==> config.mk <==
export PLATFORM = sky130hd
export DESIGN_NAME = frx_exec
export DESIGN_NICKNAME = d
export VERILOG_FILES = /design/src/include/frx_pkg.sv /design/src/include/frx_rf_if.sv /design/src/rtl/frx_regfile.sv /design/src/rtl/frx_exec.sv
export SDC_FILE = /design/constraint.sdc
export NUM_CORES = 1
export LEC_CHECK = 0
export BUFFER_PORTS_ARGS = -buffer_cell sky130_fd_sc_hd__buf_2
export CAP_MARGIN = 20
export CORE_MARGIN = 1.5
export CORE_UTILIZATION = 54
export DETAILED_ROUTE_END_ITERATION = 8
export PLACE_DENSITY = 0.79
export SLEW_MARGIN = 20
export SYNTH_ARGS = -nofsm -noshare
export SYNTH_HDL_FRONTEND = slang
export SYNTH_HIERARCHICAL = 1
export SYNTH_SLANG_ARGS = --single-unit
==> constraint.sdc <==
create_clock -name clk -period 5.3 [get_ports clk]
set_input_delay 1.59 -clock clk [delete_from_list [all_inputs] [get_ports clk]]
set_output_delay 1.59 -clock clk [all_outputs]
set_load 0.03 [all_outputs]
==> src/include/frx_pkg.sv <==
package frx_pkg;

  localparam int DATA_W = 8;
  localparam int ADDR_W = 5;
  localparam int PC_W   = 11;
  localparam int LIT_W  = 9;
  localparam int NREGS  = 32;

  localparam logic [7:0] ZERO_BYTE = 8'h00;
  localparam logic [7:0] ONE_BYTE  = 8'h01;

  // Bit positions inside the status byte.
  localparam int Z_BIT   = 2;
  localparam int PAGE_LO = 5;
  localparam int PAGE_HI = 6;

  // Destination selector codes.
  localparam logic DEST_W = 1'b0;
  localparam logic DEST_F = 1'b1;

  // Values after reset.
  localparam logic [7:0]      W_RST      = 8'h00;
  localparam logic [7:0]      STATUS_RST = 8'h00;
  localparam logic [PC_W-1:0] PC_RST     = 11'h000;
  localparam logic [4:0]      ADDR_RST   = 5'h00;
  localparam logic [7:0]      RD_RST     = 8'h00;

  typedef enum logic [2:0] {
    OP_CLEAR_FILE          = 3'h0,
    OP_COMPLEMENT_FILE     = 3'h1,
    OP_DECREMENT_FILE      = 3'h2,
    OP_INCREMENT_FILE      = 3'h3,
    OP_DECREMENT_SKIP_ZERO = 3'h4,
    OP_INCREMENT_SKIP_ZERO = 3'h5,
    OP_JUMP_ABSOLUTE       = 3'h6
  } frx_op_t;

  typedef enum logic [1:0] {
    ST_IDLE = 2'b00,
    ST_EXEC = 2'b01,
    ST_NOP  = 2'b11
  } frx_state_t;

  typedef struct packed {
    frx_state_t        st;
    frx_op_t           op;
    logic [4:0]        addr;
    logic              dest;
    logic [7:0]        w;
    logic [7:0]        status;
    logic [PC_W-1:0]   pc;
  } frx_core_t;

  localparam frx_core_t CORE_RST = '{
    st:     ST_IDLE,
    op:     OP_CLEAR_FILE,
    addr:   ADDR_RST,
    dest:   DEST_W,
    w:      W_RST,
    status: STATUS_RST,
    pc:     PC_RST
  };

endpackage

==> src/include/frx_rf_if.sv <==
`timescale 1ns/10ps
interface frx_rf_if;
  logic       rd_en;
  logic [4:0] rd_addr;
  logic [7:0] rd_data;
  logic       wr_en;
  logic [4:0] wr_addr;
  logic [7:0] wr_data;

  modport core (output rd_en, output rd_addr, input rd_data,
                output wr_en, output wr_addr, output wr_data);
  modport mem  (input rd_en, input rd_addr, output rd_data,
                input wr_en, input wr_addr, input wr_data);
endinterface

==> src/rtl/frx_regfile.sv <==
`timescale 1ns/10ps
module frx_regfile (
  // Clock and reset
  input  wire logic clk,
  input  wire logic reset_n,
  // Core side
  frx_rf_if.mem     rf
);
  import frx_pkg::*;

  logic [7:0] mem_array [NREGS];
  logic [7:0] rd_data_ff;

  // The array itself has no reset; only the read register is cleared.
  always_ff @(posedge clk) begin
    if (rf.wr_en) begin
      mem_array[rf.wr_addr] <= rf.wr_data;
    end
  end

  always_ff @(posedge clk) begin
    if (!reset_n) begin
      rd_data_ff <= RD_RST;
    end else if (rf.rd_en) begin
      rd_data_ff <= mem_array[rf.rd_addr];
    end
  end

  assign rf.rd_data = rd_data_ff;
endmodule

==> src/rtl/frx_exec.sv <==
`timescale 1ns/10ps
module frx_exec (
  // Clock and reset
  input  wire logic                   clk,
  input  wire logic                   reset_n,
  // Instruction from the fetch stage
  input  wire logic                   instr_valid,
  output logic                        instr_ready,
  input  wire frx_pkg::frx_op_t       instr_op,
  input  wire logic [4:0]             instr_addr,
  input  wire logic                   instr_dest,
  input  wire logic [8:0]             instr_lit,
  // Loads from the rest of the core
  input  wire logic                   file_load_en,
  input  wire logic [4:0]             file_load_addr,
  input  wire logic [7:0]             file_load_data,
  input  wire logic                   status_load_en,
  input  wire logic [7:0]             status_load_data,
  // Architectural state
  output logic [7:0]                  w_out,
  output logic [7:0]                  status_out,
  output logic [frx_pkg::PC_W-1:0]    pc_out,
  // Pipeline control
  output logic                        skip_next
);
  import frx_pkg::*;

  frx_core_t  state_ff;
  frx_core_t  nxt_state;
  logic [7:0] result;
  logic       accept;

  frx_rf_if rf ();

  frx_regfile u_regfile (
    .clk     (clk),
    .reset_n (reset_n),
    .rf      (rf)
  );

  function automatic logic frx_is_zero(input logic [7:0] v);
    return v == ZERO_BYTE;
  endfunction

  function automatic logic [7:0] frx_alu(input frx_op_t op, input logic [7:0] f);
    logic [7:0] r;
    r = ZERO_BYTE;
    unique case (op)
      OP_CLEAR_FILE:          r = ZERO_BYTE;
      OP_COMPLEMENT_FILE:     r = ~f;
      OP_DECREMENT_FILE,
      OP_DECREMENT_SKIP_ZERO: r = f - ONE_BYTE;
      OP_INCREMENT_FILE,
      OP_INCREMENT_SKIP_ZERO: r = f + ONE_BYTE;
      OP_JUMP_ABSOLUTE:       r = ZERO_BYTE;
    endcase
    return r;
  endfunction

  function automatic logic frx_sets_zero(input frx_op_t op);
    return op inside {OP_CLEAR_FILE, OP_COMPLEMENT_FILE,
                      OP_DECREMENT_FILE, OP_INCREMENT_FILE};
  endfunction

  function automatic logic frx_is_skip(input frx_op_t op);
    return op inside {OP_DECREMENT_SKIP_ZERO, OP_INCREMENT_SKIP_ZERO};
  endfunction

  assign accept = instr_valid && (state_ff.st == ST_IDLE);

  always_comb begin
    nxt_state   = state_ff;
    result      = ZERO_BYTE;
    skip_next   = 1'b0;
    rf.rd_en    = 1'b0;
    rf.rd_addr  = instr_addr;
    rf.wr_en    = 1'b0;
    rf.wr_addr  = state_ff.addr;
    rf.wr_data  = ZERO_BYTE;
    // Outside execution the rest of the core may rewrite the status byte.
    if (status_load_en && state_ff.st != ST_EXEC) begin
      nxt_state.status = status_load_data;
    end
    unique case (state_ff.st)
      ST_IDLE: begin
        if (instr_valid) begin
          nxt_state.op   = instr_op;
          nxt_state.addr = instr_addr;
          nxt_state.dest = instr_dest;
          if (instr_op == OP_JUMP_ABSOLUTE) begin
            nxt_state.pc = {state_ff.status[PAGE_HI:PAGE_LO], instr_lit};
            nxt_state.st = ST_NOP;
          end else begin
            rf.rd_en     = 1'b1;
            nxt_state.pc = state_ff.pc + 11'h001;
            nxt_state.st = ST_EXEC;
          end
        end
      end
      ST_EXEC: begin
        result = frx_alu(state_ff.op, rf.rd_data);
        if (frx_sets_zero(state_ff.op)) begin
          nxt_state.status[Z_BIT] = frx_is_zero(result);
        end
        // Clearing has no destination bit and always lands in the file.
        if (state_ff.op == OP_CLEAR_FILE || state_ff.dest == DEST_F) begin
          rf.wr_en   = 1'b1;
          rf.wr_data = result;
        end else begin
          nxt_state.w = result;
        end
        if (frx_is_skip(state_ff.op) && frx_is_zero(result)) begin
          skip_next    = 1'b1;
          nxt_state.pc = state_ff.pc + 11'h001;
          nxt_state.st = ST_NOP;
        end else begin
          nxt_state.st = ST_IDLE;
        end
      end
      ST_NOP: begin
        nxt_state.st = ST_IDLE;
      end
      default: begin
        nxt_state.st = ST_IDLE;
      end
    endcase
    // Execution write-back has priority; a core load in that cycle is dropped.
    if (file_load_en && state_ff.st != ST_EXEC) begin
      rf.wr_en   = 1'b1;
      rf.wr_addr = file_load_addr;
      rf.wr_data = file_load_data;
    end
  end

  always_ff @(posedge clk) begin
    if (!reset_n) begin
      state_ff <= CORE_RST;
    end else begin
      state_ff <= nxt_state;
    end
  end

  assign instr_ready = (state_ff.st == ST_IDLE);
  assign w_out       = state_ff.w;
  assign status_out  = state_ff.status;
  assign pc_out      = state_ff.pc;
endmodule

### Word-level counts from Yosys, hierarchy flattened

Memories as Yosys holds them, arrays and structs flattened. A register that Yosys moved wholly into a read port is not among the register bits.
Cells that the tools add are included.

| storage, ports and cells | value |
|---|---|
| bits in latches | 0 |
| memory bits (writable) | 256 |
| memory bits (read-only) | 0 |
| flip-flop bits (word level) | 38 |
| output and inout port bits | 29 |
| memories kept | 1 |
| word-level logic and storage cells | 69 |

| cells by class | value |
|---|---|
| div/mod/pow operators | 0 |
| equal/unequal tests | 11 |
| shifts and indexed selects | 0 |
| $mul | 0 |
| reduce and logical (&&, ||, !) cells | 17 |
| mux-type cells | 27 |
| add/sub/neg operators | 3 |
| bitwise operators | 2 |
| $lt $le $gt $ge | 0 |

Memory list:

| memory | depth | width | rd ports | clocked after Yosys merged registers in | write ports | RTL line | text |
|---|---|---|---|---|---|---|---|
| u_regfile.mem_array | 32 | 8 | 1 | 1 | 1 | frx_regfile.sv:11 | `logic [7:0] mem_array [NREGS];` |

Operators with widths:

| operator | number |
|---|---|
| 11-bit two-way mux | 4 |
| 8-bit two-way mux | 4 |
| 8-bit case mux with 4 select lines | 1 |
| 11-bit case mux with 2 select lines | 1 |
| 3-bit == test, second input constant | 4 |
| 1-bit two-way mux | 12 |
| 11-bit by 1-bit adder with 11-bit output, second input constant | 1 |
| 8-bit by 1-bit adder with 8-bit output, second input constant | 1 |
| 8-bit logical NOT | 1 |
| 8-bit inverter | 1 |
| 8-bit by 1-bit subtractor with 8-bit output, second input constant | 1 |
| 3-bit by 2-bit == test with 1-bit output, second input constant | 2 |
| 2-bit OR reduction | 3 |
| 5-bit two-way mux | 1 |
| 2-bit two-way mux | 2 |
| 2-bit inequality test, second input constant | 2 |
| 2-bit case mux with 2 select lines | 1 |
| 2-bit AND reduction | 2 |
| 2-bit nonzero test | 2 |
| 4-bit nonzero test | 1 |
| 3-bit by 1-bit == test with 1-bit output, second input constant | 1 |
| 1-bit logical AND | 3 |
| 3-bit logical NOT | 1 |
| 3-bit two-way mux | 1 |
| other kinds (7) | 7 |

### Logic depth before layout (Yosys ltp)

Gate-level depths: netlist (run 1).

| depth | value |
|---|---|
| depth in word-level cells | 8 |
| mapped depth | 16 |
| depth with buffers taken out | 11 |

### Modules after synthesis

The synthesis (run 1) kept the hierarchy.

By module, submodules not included:

| module | area an instance (um2) | cells an instance | times used |
|---|---|---|---|
| frx_regfile | 10361.2 | 599 | 1 |
| frx_exec | 2607.5 | 336 | 1 |

### Worst setup path before layout (run 1)

Ideal clock, no wire load.

| timing path | value |
|---|---|
| path kind | register to output |
| from | register state_ff[35] in the netlist's numbering |
| to | output port skip_next |
| stages on the path, launching flop included | 13 |
| path slack | 0.900 ns |
| required time | 3.710 ns |
| arrival time | 2.810 ns |
| cell sequence | dfxtp_1 -> buf_2 -> xor2_1 -> buf_4 -> nand2_1 -> ha_1 -> clkbuf_1 -> a21o_1 -> a21oi_1 -> and4_1 -> nor3_1 -> nand4_1 -> nor2_1 |

| on the way | value |
|---|---|
| cells in the longest elaborated chain, start to end | 8 |
| elaborated cells between the ends (all ways) | 17 |

RTL lines:

| item | RTL line | text |
|---|---|---|
| from (decl) | frx_exec.sv:28 | `frx_core_t state_ff;` |
| from (signal assigned) | frx_exec.sv:139 | `state_ff <= nxt_state;` |
| 3-bit == test (tied with other cells) | frx_exec.sv:48 | `unique case (op)` |
| 2-bit OR reduction (on tied branches) | -- |  |
| 8-bit case mux with 4 select lines | frx_exec.sv:48 |  |
| 8-bit two-way mux | frx_exec.sv:84 | `unique case (state_ff.st)` |
| 8-bit logical NOT | frx_exec.sv:42 | `return v == ZERO_BYTE;` |
| 1-bit logical AND * | frx_exec.sv:112 | `if (frx_is_skip(state_ff.op) && frx_is_zero(result)) begin` |
| 1-bit two-way mux * | frx_exec.sv:112 |  |
| 1-bit two-way mux * | frx_exec.sv:84 |  |
| to (decl) | frx_exec.sv:24 | `output logic skip_next` |

Mark *: on every way between the ends. The rest lies on a longest branch, timed or not. The select of a mux whose other input is x is not followed.

### Worst setup path in the final report (run 1)

| timing path | value |
|---|---|
| from | register state_ff[34] in the netlist's numbering |
| to | output port skip_next |

Same word-level chain as after synthesis.

==> results of run 1 <==
synthesized netlist by cell type, types with 11 or more instances:
library cell | instances | area, sq um
sky130_fd_sc_hd__o21ai_0 | 17 | 85.1
sky130_fd_sc_hd__a21oi_1 | 60 | 300
sky130_fd_sc_hd__nor2_1 | 51 | 191
sky130_fd_sc_hd__nand3_1 | 17 | 85.1
sky130_fd_sc_hd__mux2i_1 | 135 | 1350
sky130_fd_sc_hd__clkbuf_1 | 34 | 128
sky130_fd_sc_hd__edfxtp_1 | 256 | 7690
sky130_fd_sc_hd__dfxtp_1 | 46 | 921
sky130_fd_sc_hd__a22oi_1 | 64 | 480
sky130_fd_sc_hd__buf_4 | 37 | 278
sky130_fd_sc_hd__nand2_1 | 68 | 255
sky130_fd_sc_hd__a21boi_0 | 11 | 82.6
state kept, by name, indices dropped and copies added (netlist names):
name,count
pc_out,11
u_regfile/mem_array,256
status_out,8
u_regfile/rf.rd_data,8
state_ff,11
w_out,8
worst paths after layout:
check	start	endpoint	slack, ns	cells after the start
hold / removal	state_ff[29]$_SDFFE_PN0P_	state_ff[29]$_SDFFE_PN0P_	0.45	2
setup reg to reg	state_ff[34]$_SDFFE_PN0P_	pc_out[7]$_SDFFE_PN0P_	1.87	12
hold reg to reg	state_ff[29]$_SDFFE_PN0P_	state_ff[29]$_SDFFE_PN0P_	0.45	2
setup / recovery	state_ff[34]$_SDFFE_PN0P_	skip_next	0.27	11
power breakdown:
part           switching (mW)  internal, mW
sequential             0.0274          2.64
combinational           0.314         0.162
clock                   0.826          1.07
total                    1.17          3.88
stage by stage:
step / hold slack, ns / setup slack [ns]
after floorplan: 0.434 / 0.900
after detailed placement: 0.447 / 0.553
after global placement: 0.439 / 0.645
final: 0.454 / 0.271
after CTS: 0.455 / 0.0216
after global routing: 0.474 / 0.00443
per-layer routing:
| metal | track usage | vias up | share of wire |
|---|---|---|---|
| li1 | - | 3631 | - |
| met1 | 0.318 | 3947 | 0.42 |
| met2 | 0.367 | 356 | 0.48 |
| met3 | 0.0350 | 57 | 0.079 |
| met4 | 0.0699 | 0 | 0.029 |
| met5 | 0 | - | 0 |
what timing repair did:
item / in CTS / in global routing
endpoints found under the hold margin: 0 / 0
pin swaps: 0 / 1
buffers inserted: 0 / 0
resized for setup: 1 / 8
endpoints found under the setup margin: 1 / 1
area by class of cell:
type	instances	area, sq um	area share
sequential	302	8610	0.601
inverter	4	15.0	0.00105
timing repair buffer	90	527	0.0368
clock inverter	11	76.3	0.00533
clock buffer	39	783	0.0547
multi-input combinational	549	3910	0.273
tap	319	399	0.0279
cell families after synthesis:
group / synth area share
flip-flops: 0.664
AND/OR/NAND/NOR: 0.0746
AO/OA/AOI/OAI: 0.101
multiplexers: 0.109
buffers and inverters: 0.0392
adder cells (fa/ha/maj): 0.00830
XOR/XNOR: 0.00463
worst max-delay path: stages, from the launching register on:
cell,delay [ns]
sky130_fd_sc_hd__dfxtp_1,0.44
sky130_fd_sc_hd__xor2_1,0.16
sky130_fd_sc_hd__buf_4,0.19
sky130_fd_sc_hd__nand2_2,0.16
sky130_fd_sc_hd__ha_1,0.35
sky130_fd_sc_hd__a211oi_2,0.30
sky130_fd_sc_hd__o21ai_1,0.18
sky130_fd_sc_hd__a21oi_1,0.15
sky130_fd_sc_hd__a2bb2oi_1,0.27
sky130_fd_sc_hd__nand4_1,0.22
sky130_fd_sc_hd__nor2_2,0.23
sky130_fd_sc_hd__buf_2,0.24
==> reports/qor.csv, run 1 <==
stage;metric;value;unit
die;core-area;23500;sq um
finish;post_route_non_filler_standard_cell_count;1314;
die;initial_core_util;0.551;
worst_setup_path;cp-end-kind;output port;
logic_synthesis;synth.yosys.warnings;6;
logic_synthesis;synth_seq_cells;302;
placement;port_buffers;72;
outcome;status;complete, no violations;
logic_synthesis;synth_area_per_inst;13.9;sq um
sta;fin_worst_skew;0.0181;ns
sta;fin_setup_tns;0;ns
finish;finish.instance_area;14300;sq um
placement;dp_hpwl;18.0;mm
logic_synthesis;async_reset_ff_frac;0;
logic_synthesis;netlist-cell-type-count;59;
logic_synthesis;synth-seq-area-share;0.664;
finish;finish.net_count;1028;
detailed_routing;drt-vias-per-instance;6.08;
clock_network;clockBufferDepth;3;
global_route;grt_pass1_vias;7536;
detailed_routing;drt_drc_violations_left;0;
detailed_routing;num_vias;7991;
worst_setup_path;critical_path_class;register to output port;
global_route;grt_max_degree;64;
worst_setup_path;startpoint_type;register;
die;die_h;158;um
sta;hold_viol_final;0;
detailed_routing;detail_route.wl_per_cell;21.6;um
detailed_routing;ant_nets;0;
power;power.density;353;nW/um^2
flow_run;maxCapViolations;0;
sta;timing.fmax;199;MHz
worst_setup_path;arrival;3.44;ns
power;vdd_drop_max;0.000288;V
placement;place.gp.congestion;0.883;
global_route;global_route_wire_length_before_repair;42.6;mm
finish;syn_to_final_growth;10.4;%
sta;min_period_over_period;0.949;
finish;layout_commonest_cell;sky130_fd_sc_hd__edfxtp_1;
global_route;gr-total-overflow;0;
detailed_routing;wl;28.3;mm
sta;timing_worst_slew_pin_value;1.06;ns
clock_network;cts.reportedPaths.clkPinSlew;0.06;ns
placement;dpl_cell_area;13400;sq um
logic_synthesis;synth_fp_nets;987;
clock_network;clk_root_buffer_cell;sky130_fd_sc_hd__clkbuf_16;
finish;fillerInstances;1792;
logic_synthesis;synth-edff-count;256;
sta;setup_viol;0;
die;placement_rows;56;
sta;period_minus_slack;5.03;ns
die;die_area;25000;sq um
sta;rsz_0062_raised_after_global_routing;no;
clock_network;clkSinkCount;302;
finish;layout_common_cells;sky130_fd_sc_hd__edfxtp_1, sky130_fd_sc_hd__mux2i_1, sky130_fd_sc_hd__buf_2, sky130_fd_sc_hd__nand2_1, sky130_fd_sc_hd__a22oi_1;
sta;max_transition_viols_final;0;
logic_synthesis;synthesis.area;13000;sq um
clock_network;cts_made_buffers;29;
placement;dpl.cell_count;1264;
sta;remaining_max_slew_budget_at_the_tightest_pin;0.287;
finish;antennaDiodeCount;0;
detailed_routing;drt_first_iter_violations;767;
logic_synthesis;top_ff_cell_synth;sky130_fd_sc_hd__edfxtp_1;
power;p_leak;5.14;nW
clock_network;cts_hold_buffers;0;
die;ioPinCount;73;
global_route;grt_util_all_layers;0.227;
finish;finalCoreUtilization;0.608;
power;total_power;5.05;mW
global_route;antenna_found_initial;0;
worst_setup_path;critPathRequiredTime;3.71;ns
hold_path;hold_path.class;register to register;
die;die_width;158;um
clock_network;insertion_delay;0.55;ns
clock_network;cts_tree;built;
logic_synthesis;number_of_standard_cells_after_synthesis;935;
worst_setup_path;critical_path_peak_fanout;11;
detailed_routing;drt_pass1_iterations;5;
finish;drive_above_1_share;0.159;
clock_network;clock_tree.htree_level_count;1;
No activity file was read; power rests on OpenSTA's default activity.
==> run 2: changes to the inputs <==
--- a/config.mk
+++ b/config.mk
@@ -8,5 +8,4 @@
 export BUFFER_PORTS_ARGS = -buffer_cell sky130_fd_sc_hd__buf_2
 export CAP_MARGIN = 20
-export CORE_MARGIN = 1.5
 export CORE_UTILIZATION = 54
 export DETAILED_ROUTE_END_ITERATION = 8
==> constraint.sdc (replaced) <==
create_clock -name clk -period 5.3 [get_ports clk]
set_input_delay 1.06 -clock clk [delete_from_list [all_inputs] [get_ports clk]]
set_output_delay 1.06 -clock clk [all_outputs]
set_load 0.03 [all_outputs]
==> reports/qor.csv, run 2 (synthesis results as in run 1) <==
stage;metric;value;unit
finish;largest_register_ff_count;256;
power;p_leak;5.14;nW
global_route;antenna_found_initial;1;
sta;timing.fmax;201;MHz
detailed_routing;drt_drc_violations_left;0;
sta;fin_setup_tns;0;ns
detailed_routing;drt_pass1_iterations;5;
clock_network;cts.reportedPaths.clkPinSlew;0.06;ns
finish;max_flop_register;u_regfile/mem_array;
finish;post_route_non_filler_standard_cell_count;1312;
detailed_routing;drt_first_iter_violations;847;
finish;layout_commonest_cell;sky130_fd_sc_hd__edfxtp_1;
die;core-area;23500;sq um
sta;hold_ws;0.457;ns
sta;min_period_over_period;0.940;
die;initial_core_util;0.551;
die;die_area;24600;sq um
finish;finish.instance_area;14300;sq um
sta;remaining_max_slew_budget_at_the_tightest_pin;0.292;
worst_setup_path;critPathRequiredTime;4.24;ns
worst_setup_path;cp-end-kind;output port;
clock_network;cts_tree;built;
finish;layout_common_cells;sky130_fd_sc_hd__edfxtp_1, sky130_fd_sc_hd__mux2i_1, sky130_fd_sc_hd__buf_2, sky130_fd_sc_hd__nand2_1, sky130_fd_sc_hd__a22oi_1;
sta;timing_worst_slew_pin_value;1.06;ns
clock_network;clk_root_buffer_cell;sky130_fd_sc_hd__clkbuf_16;
global_route;global_route_wire_length_before_repair;42.7;mm
placement;dpl_cell_area;13400;sq um
detailed_routing;detail_route.wl_per_cell;21.5;um
power;total_power;5.13;mW
placement;port_buffers;72;
placement;dp_hpwl;17.5;mm
sta;hold_viol_final;0;
worst_setup_path;critical_path.n_buffers_inverters;1;
clock_network;cts_made_buffers;30;
detailed_routing;wl;28.2;mm
finish;drive_above_1_share;0.152;
placement;place.gp.congestion;0.873;
power;power.density;358;nW/um^2
placement;dpl.cell_count;1256;
global_route;gr-total-overflow;0;
clock_network;cts_hold_buffers;0;
worst_setup_path;arrival;3.92;ns
outcome;status;complete, no violations;
sta;fin_worst_skew;0.00785;ns
sta;setup_viol;0;
worst_setup_path;critical_path_class;register to output port;
worst_setup_path;startpoint_type;register;
clock_network;clockBufferDepth;3;
clock_network;clock_tree.htree_level_count;1;
clock_network;cts_setup_buffers;0;
detailed_routing;ant_nets;0;
finish;finish.net_count;1021;
worst_setup_path;critical-path-top-delay-family;simple AND/OR/NAND/NOR gates;
global_route;grt_pass1_vias;7637;
detailed_routing;drt-vias-per-instance;6.03;
sta;period_minus_slack;4.98;ns
worst_setup_path;worst_path_largest_cell_delay;0.59;ns
worst_setup_path;worst_path_max_delay_cell;sky130_fd_sc_hd__dfxtp_1;
clock_network;clkSinkCount;302;
worst_setup_path;critical_path_peak_fanout;11;
die;die_width;157;um
hold_path;hold_path.class;register to register;
worst_setup_path;worstPathCellList;xor2_4 -> nand2_1 -> fa_1 -> a21o_1 -> a21oi_1 -> mux2i_1 -> a211oi_1 -> nand4_1 -> nor2_1 -> buf_2;
die;ioPinCount;73;
global_route;grt_util_all_layers;0.230;
sta;rsz_0062_raised_after_global_routing;no;
flow_run;maxCapViolations;0;
global_route;grt_max_degree;68;
sta;max_transition_viols_final;0;
die;placement_rows;56;
detailed_routing;num_vias;7908;
power;vdd_drop_max;0.000236;V
finish;syn_to_final_growth;10.5;%
clock_network;insertion_delay;0.54;ns
die;die_h;157;um
[run 2: cell type report]
type / instances / area (sq um)
inverter: 4 / 15.0
tap: 319 / 399
fill: 1789 / 9210
sequential: 302 / 8610
clock buffer: 44 / 855
antenna: 1 / 2.50
multi-input combinational: 549 / 3910
timing repair buffer: 82 / 454
clock inverter: 11 / 81.3
[run 2: path summary, 6_finish.rpt]
kind                            cells past startpoint                        end  slack, ns                       from
worst max-delay path                               10                  skip_next       0.32  state_ff[35]$_SDFFE_PN0P_
worst min-delay path                                2  state_ff[30]$_SDFFE_PN0P_       0.46  state_ff[30]$_SDFFE_PN0P_
worst max register to register                     11     pc_out[7]$_SDFFE_PN0P_       1.44  state_ff[35]$_SDFFE_PN0P_
worst min register to register                      2  state_ff[30]$_SDFFE_PN0P_       0.46  state_ff[30]$_SDFFE_PN0P_
[run 2: power by group]
part	switching, mW	total (mW)	internal, mW
clock network	0.835	1.99	1.16
logic	0.314	0.469	0.155
registers	0.0282	2.67	2.64
[run 2: routing by layer]
metal | global-route usage | share of wire | vias up
met1 | 0.320 | 0.42 | 3883
li1 | - | - | 3622
met2 | 0.369 | 0.48 | 327
met5 | 0 | 0 | -
met3 | 0.0358 | 0.073 | 76
met4 | 0.0840 | 0.031 | 0
[run 2: worst min-delay path, delay by kind of cell, from the launching register on]
kind            cells  cell delay, ns
simple gates        1            0.05
compound gates      1            0.05
flops               1            0.31
[run 2: stage by stage]
stage                     setup WS [ns]  utilization
after floorplan                    1.43            -
after global placement            0.745        0.567
after detailed placement          0.613        0.568
after CTS                         0.201        0.608
after global routing              0.109        0.609
final                             0.320        0.609
[run 2: timing repair]
item / 4_1_cts / 5_1_grt
resized for setup: 1 / 2
hold endpoints to repair: 0 / 0
setup endpoints to repair: 1 / 1
pin swaps: 0 / 0
==> run 3: changes to the inputs <==
Clock period 5.3 ns to 6.3 ns, I/O delays scaled along.
==> reports/qor.csv, run 3 (synthesis results as in run 1) <==
stage;metric;value;unit
global_route;antenna_found_initial;0;
clock_network;cts_made_buffers;30;
sta;fin_worst_skew;0.00920;ns
placement;port_buffers;72;
power;total_power;4.26;mW
global_route;gr-total-overflow;0;
placement;post-place-ws;1.46;ns
detailed_routing;drt_first_iter_violations;930;
power;switching_share;0.228;
die;die_h;157;um
power;p_leak;5.11;nW
worst_setup_path;arrival;4.17;ns
finish;largest_register_ff_count;256;
sta;period_minus_slack;5.43;ns
die;die_width;157;um
placement;dpl_cell_area;13300;sq um
power;pwr-share-comb;0.091;
clock_network;clkSinkCount;302;
finish;antennaDiodeCount;0;
detailed_routing;drt_drc_violations_left;0;
sta;timing.fmax;184;MHz
finish;drive_above_1_share;0.145;
outcome;status;complete, no violations;
power;vdd_drop_max;0.000231;V
power;power_switching;0.973;mW
clock_network;insertion_delay;0.54;ns
worst_setup_path;critical_path_class;register to output port;
worst_setup_path;startpoint_type;register;
finish;syn_to_final_growth;9.78;%
worst_setup_path;critPathRequiredTime;5.04;ns
clock_network;clock_tree.htree_level_count;1;
detailed_routing;detail_route.wl_per_cell;21.4;um
clock_network;cts_resized;0;
hold_path;hold_path.class;register to register;
worst_setup_path;critical_path_peak_fanout;11;
clock_network;cts_setup_buffers;0;
detailed_routing;ant_nets;0;
global_route;grt_max_degree;77;
sta;rsz_0062_raised_after_global_routing;no;
sta;fin_setup_tns;0;ns
clock_network;cts_hold_buffers;0;
finish;max_flop_register;u_regfile/mem_array;
finish;layout_commonest_cell;sky130_fd_sc_hd__edfxtp_1;
finish;finish.net_count;1020;
detailed_routing;num_vias;7845;
sta;max_transition_viols_final;0;
clock_network;clockBufferDepth;3;
sta;remaining_max_slew_budget_at_the_tightest_pin;0.329;
detailed_routing;drt_pass1_iterations;5;
flow_run;maxCapViolations;0;
die;ioPinCount;73;
worst_setup_path;cp-end-kind;output port;
power;clock_power_share;0.380;
power;seq_power_share;0.528;
sta;hold_viol_final;0;
sta;setup_slack_of_the_critical_path_after_layout;0.865;ns
placement;place.gp.congestion;0.881;
die;die_area;24600;sq um
die;initial_core_util;0.551;
power;cellInternalPower;3.28;mW
global_route;global_route_wire_length_before_repair;41.8;mm
sta;setup_viol;0;
placement;dp_hpwl;17.6;mm
sta;timing_worst_slew_pin_value;1.00;ns
die;placement_rows;56;
sta;min_period_over_period;0.863;
global_route;grt_pass1_vias;7470;
die;core-area;23500;sq um
clock_network;clk_root_buffer_cell;sky130_fd_sc_hd__clkbuf_16;
finish;layout_common_cells;sky130_fd_sc_hd__edfxtp_1, sky130_fd_sc_hd__mux2i_1, sky130_fd_sc_hd__buf_2, sky130_fd_sc_hd__nand2_1, sky130_fd_sc_hd__a22oi_1;
detailed_routing;drt-vias-per-instance;6.00;
power;power.density;299;nW/um^2
clock_network;cts.reportedPaths.clkPinSlew;0.06;ns
finish;fillerInstances;1813;
detailed_routing;wl;27.9;mm
finish;finish.instance_area;14200;sq um
global_route;grt_util_all_layers;0.226;
clock_network;cts_tree;built;
run 3: worst paths after layout:
path         slack (ns)                   endpoint                      start  depth (start not counted)
max                0.87                  skip_next  state_ff[35]$_SDFFE_PN0P_                         10
min                0.46  state_ff[28]$_SDFFE_PN0P_  state_ff[28]$_SDFFE_PN0P_                          2
max reg2reg        2.23     pc_out[5]$_SDFFE_PN0P_  state_ff[35]$_SDFFE_PN0P_                         11
min reg2reg        0.46  state_ff[28]$_SDFFE_PN0P_  state_ff[28]$_SDFFE_PN0P_                          2
run 3: final cells by class:
type | count | area, sq um | area share
Clock buffer | 40 | 810 | 0.0569
Timing Repair Buffer | 81 | 447 | 0.0314
Multi-Input combinational cell | 549 | 3880 | 0.273
Tap cell | 319 | 399 | 0.0280
Sequential cell | 302 | 8610 | 0.605
Clock inverter | 12 | 77.6 | 0.00545
Inverter | 4 | 15.0 | 0.00105
run 3: power by group through the flow:
stage | Sequential [mW] | Combinational, mW | Clock [mW]
finish | 2.25 | 0.389 | 1.62
CTS | 2.25 | 0.386 | 1.64
detailed placement | 2.29 | 0.384 | 0
global placement | 2.29 | 0.375 | 0
floorplan | 2.28 | 0.282 | 0
global route | 2.25 | 0.420 | 1.72
run 3: critical path, cell delays in order, from the launching register on:
cell	delay, ns
sky130_fd_sc_hd__dfxtp_1	0.49
sky130_fd_sc_hd__xor2_1	0.59
sky130_fd_sc_hd__nand2_1	0.36
sky130_fd_sc_hd__ha_1	0.48
sky130_fd_sc_hd__a21o_1	0.21
sky130_fd_sc_hd__a21oi_1	0.18
sky130_fd_sc_hd__a211oi_1	0.10
sky130_fd_sc_hd__nor3_1	0.40
sky130_fd_sc_hd__nand4_1	0.23
sky130_fd_sc_hd__nor2_1	0.32
sky130_fd_sc_hd__buf_2	0.27
run 3: routing by layer:
layer | track usage | vias to the layer above | share of wire
met5 | 0 | - | 0
met4 | 0.0742 | 0 | 0.029
met3 | 0.0314 | 65 | 0.069
met2 | 0.364 | 305 | 0.47
met1 | 0.319 | 3855 | 0.43
li1 | - | 3620 | -
run 3: stage by stage:
step / std cells / utilization / hold WS, ns
2_1_floorplan: 935 / - / 0.434
5_1_grt: 1307 / 0.605 / 0.490
4_1_cts: 1307 / 0.605 / 0.463
3_3_place_gp: 1255 / 0.567 / 0.439
3_5_place_dp: 1255 / 0.567 / 0.447
6_report: 1307 / 0.605 / 0.460
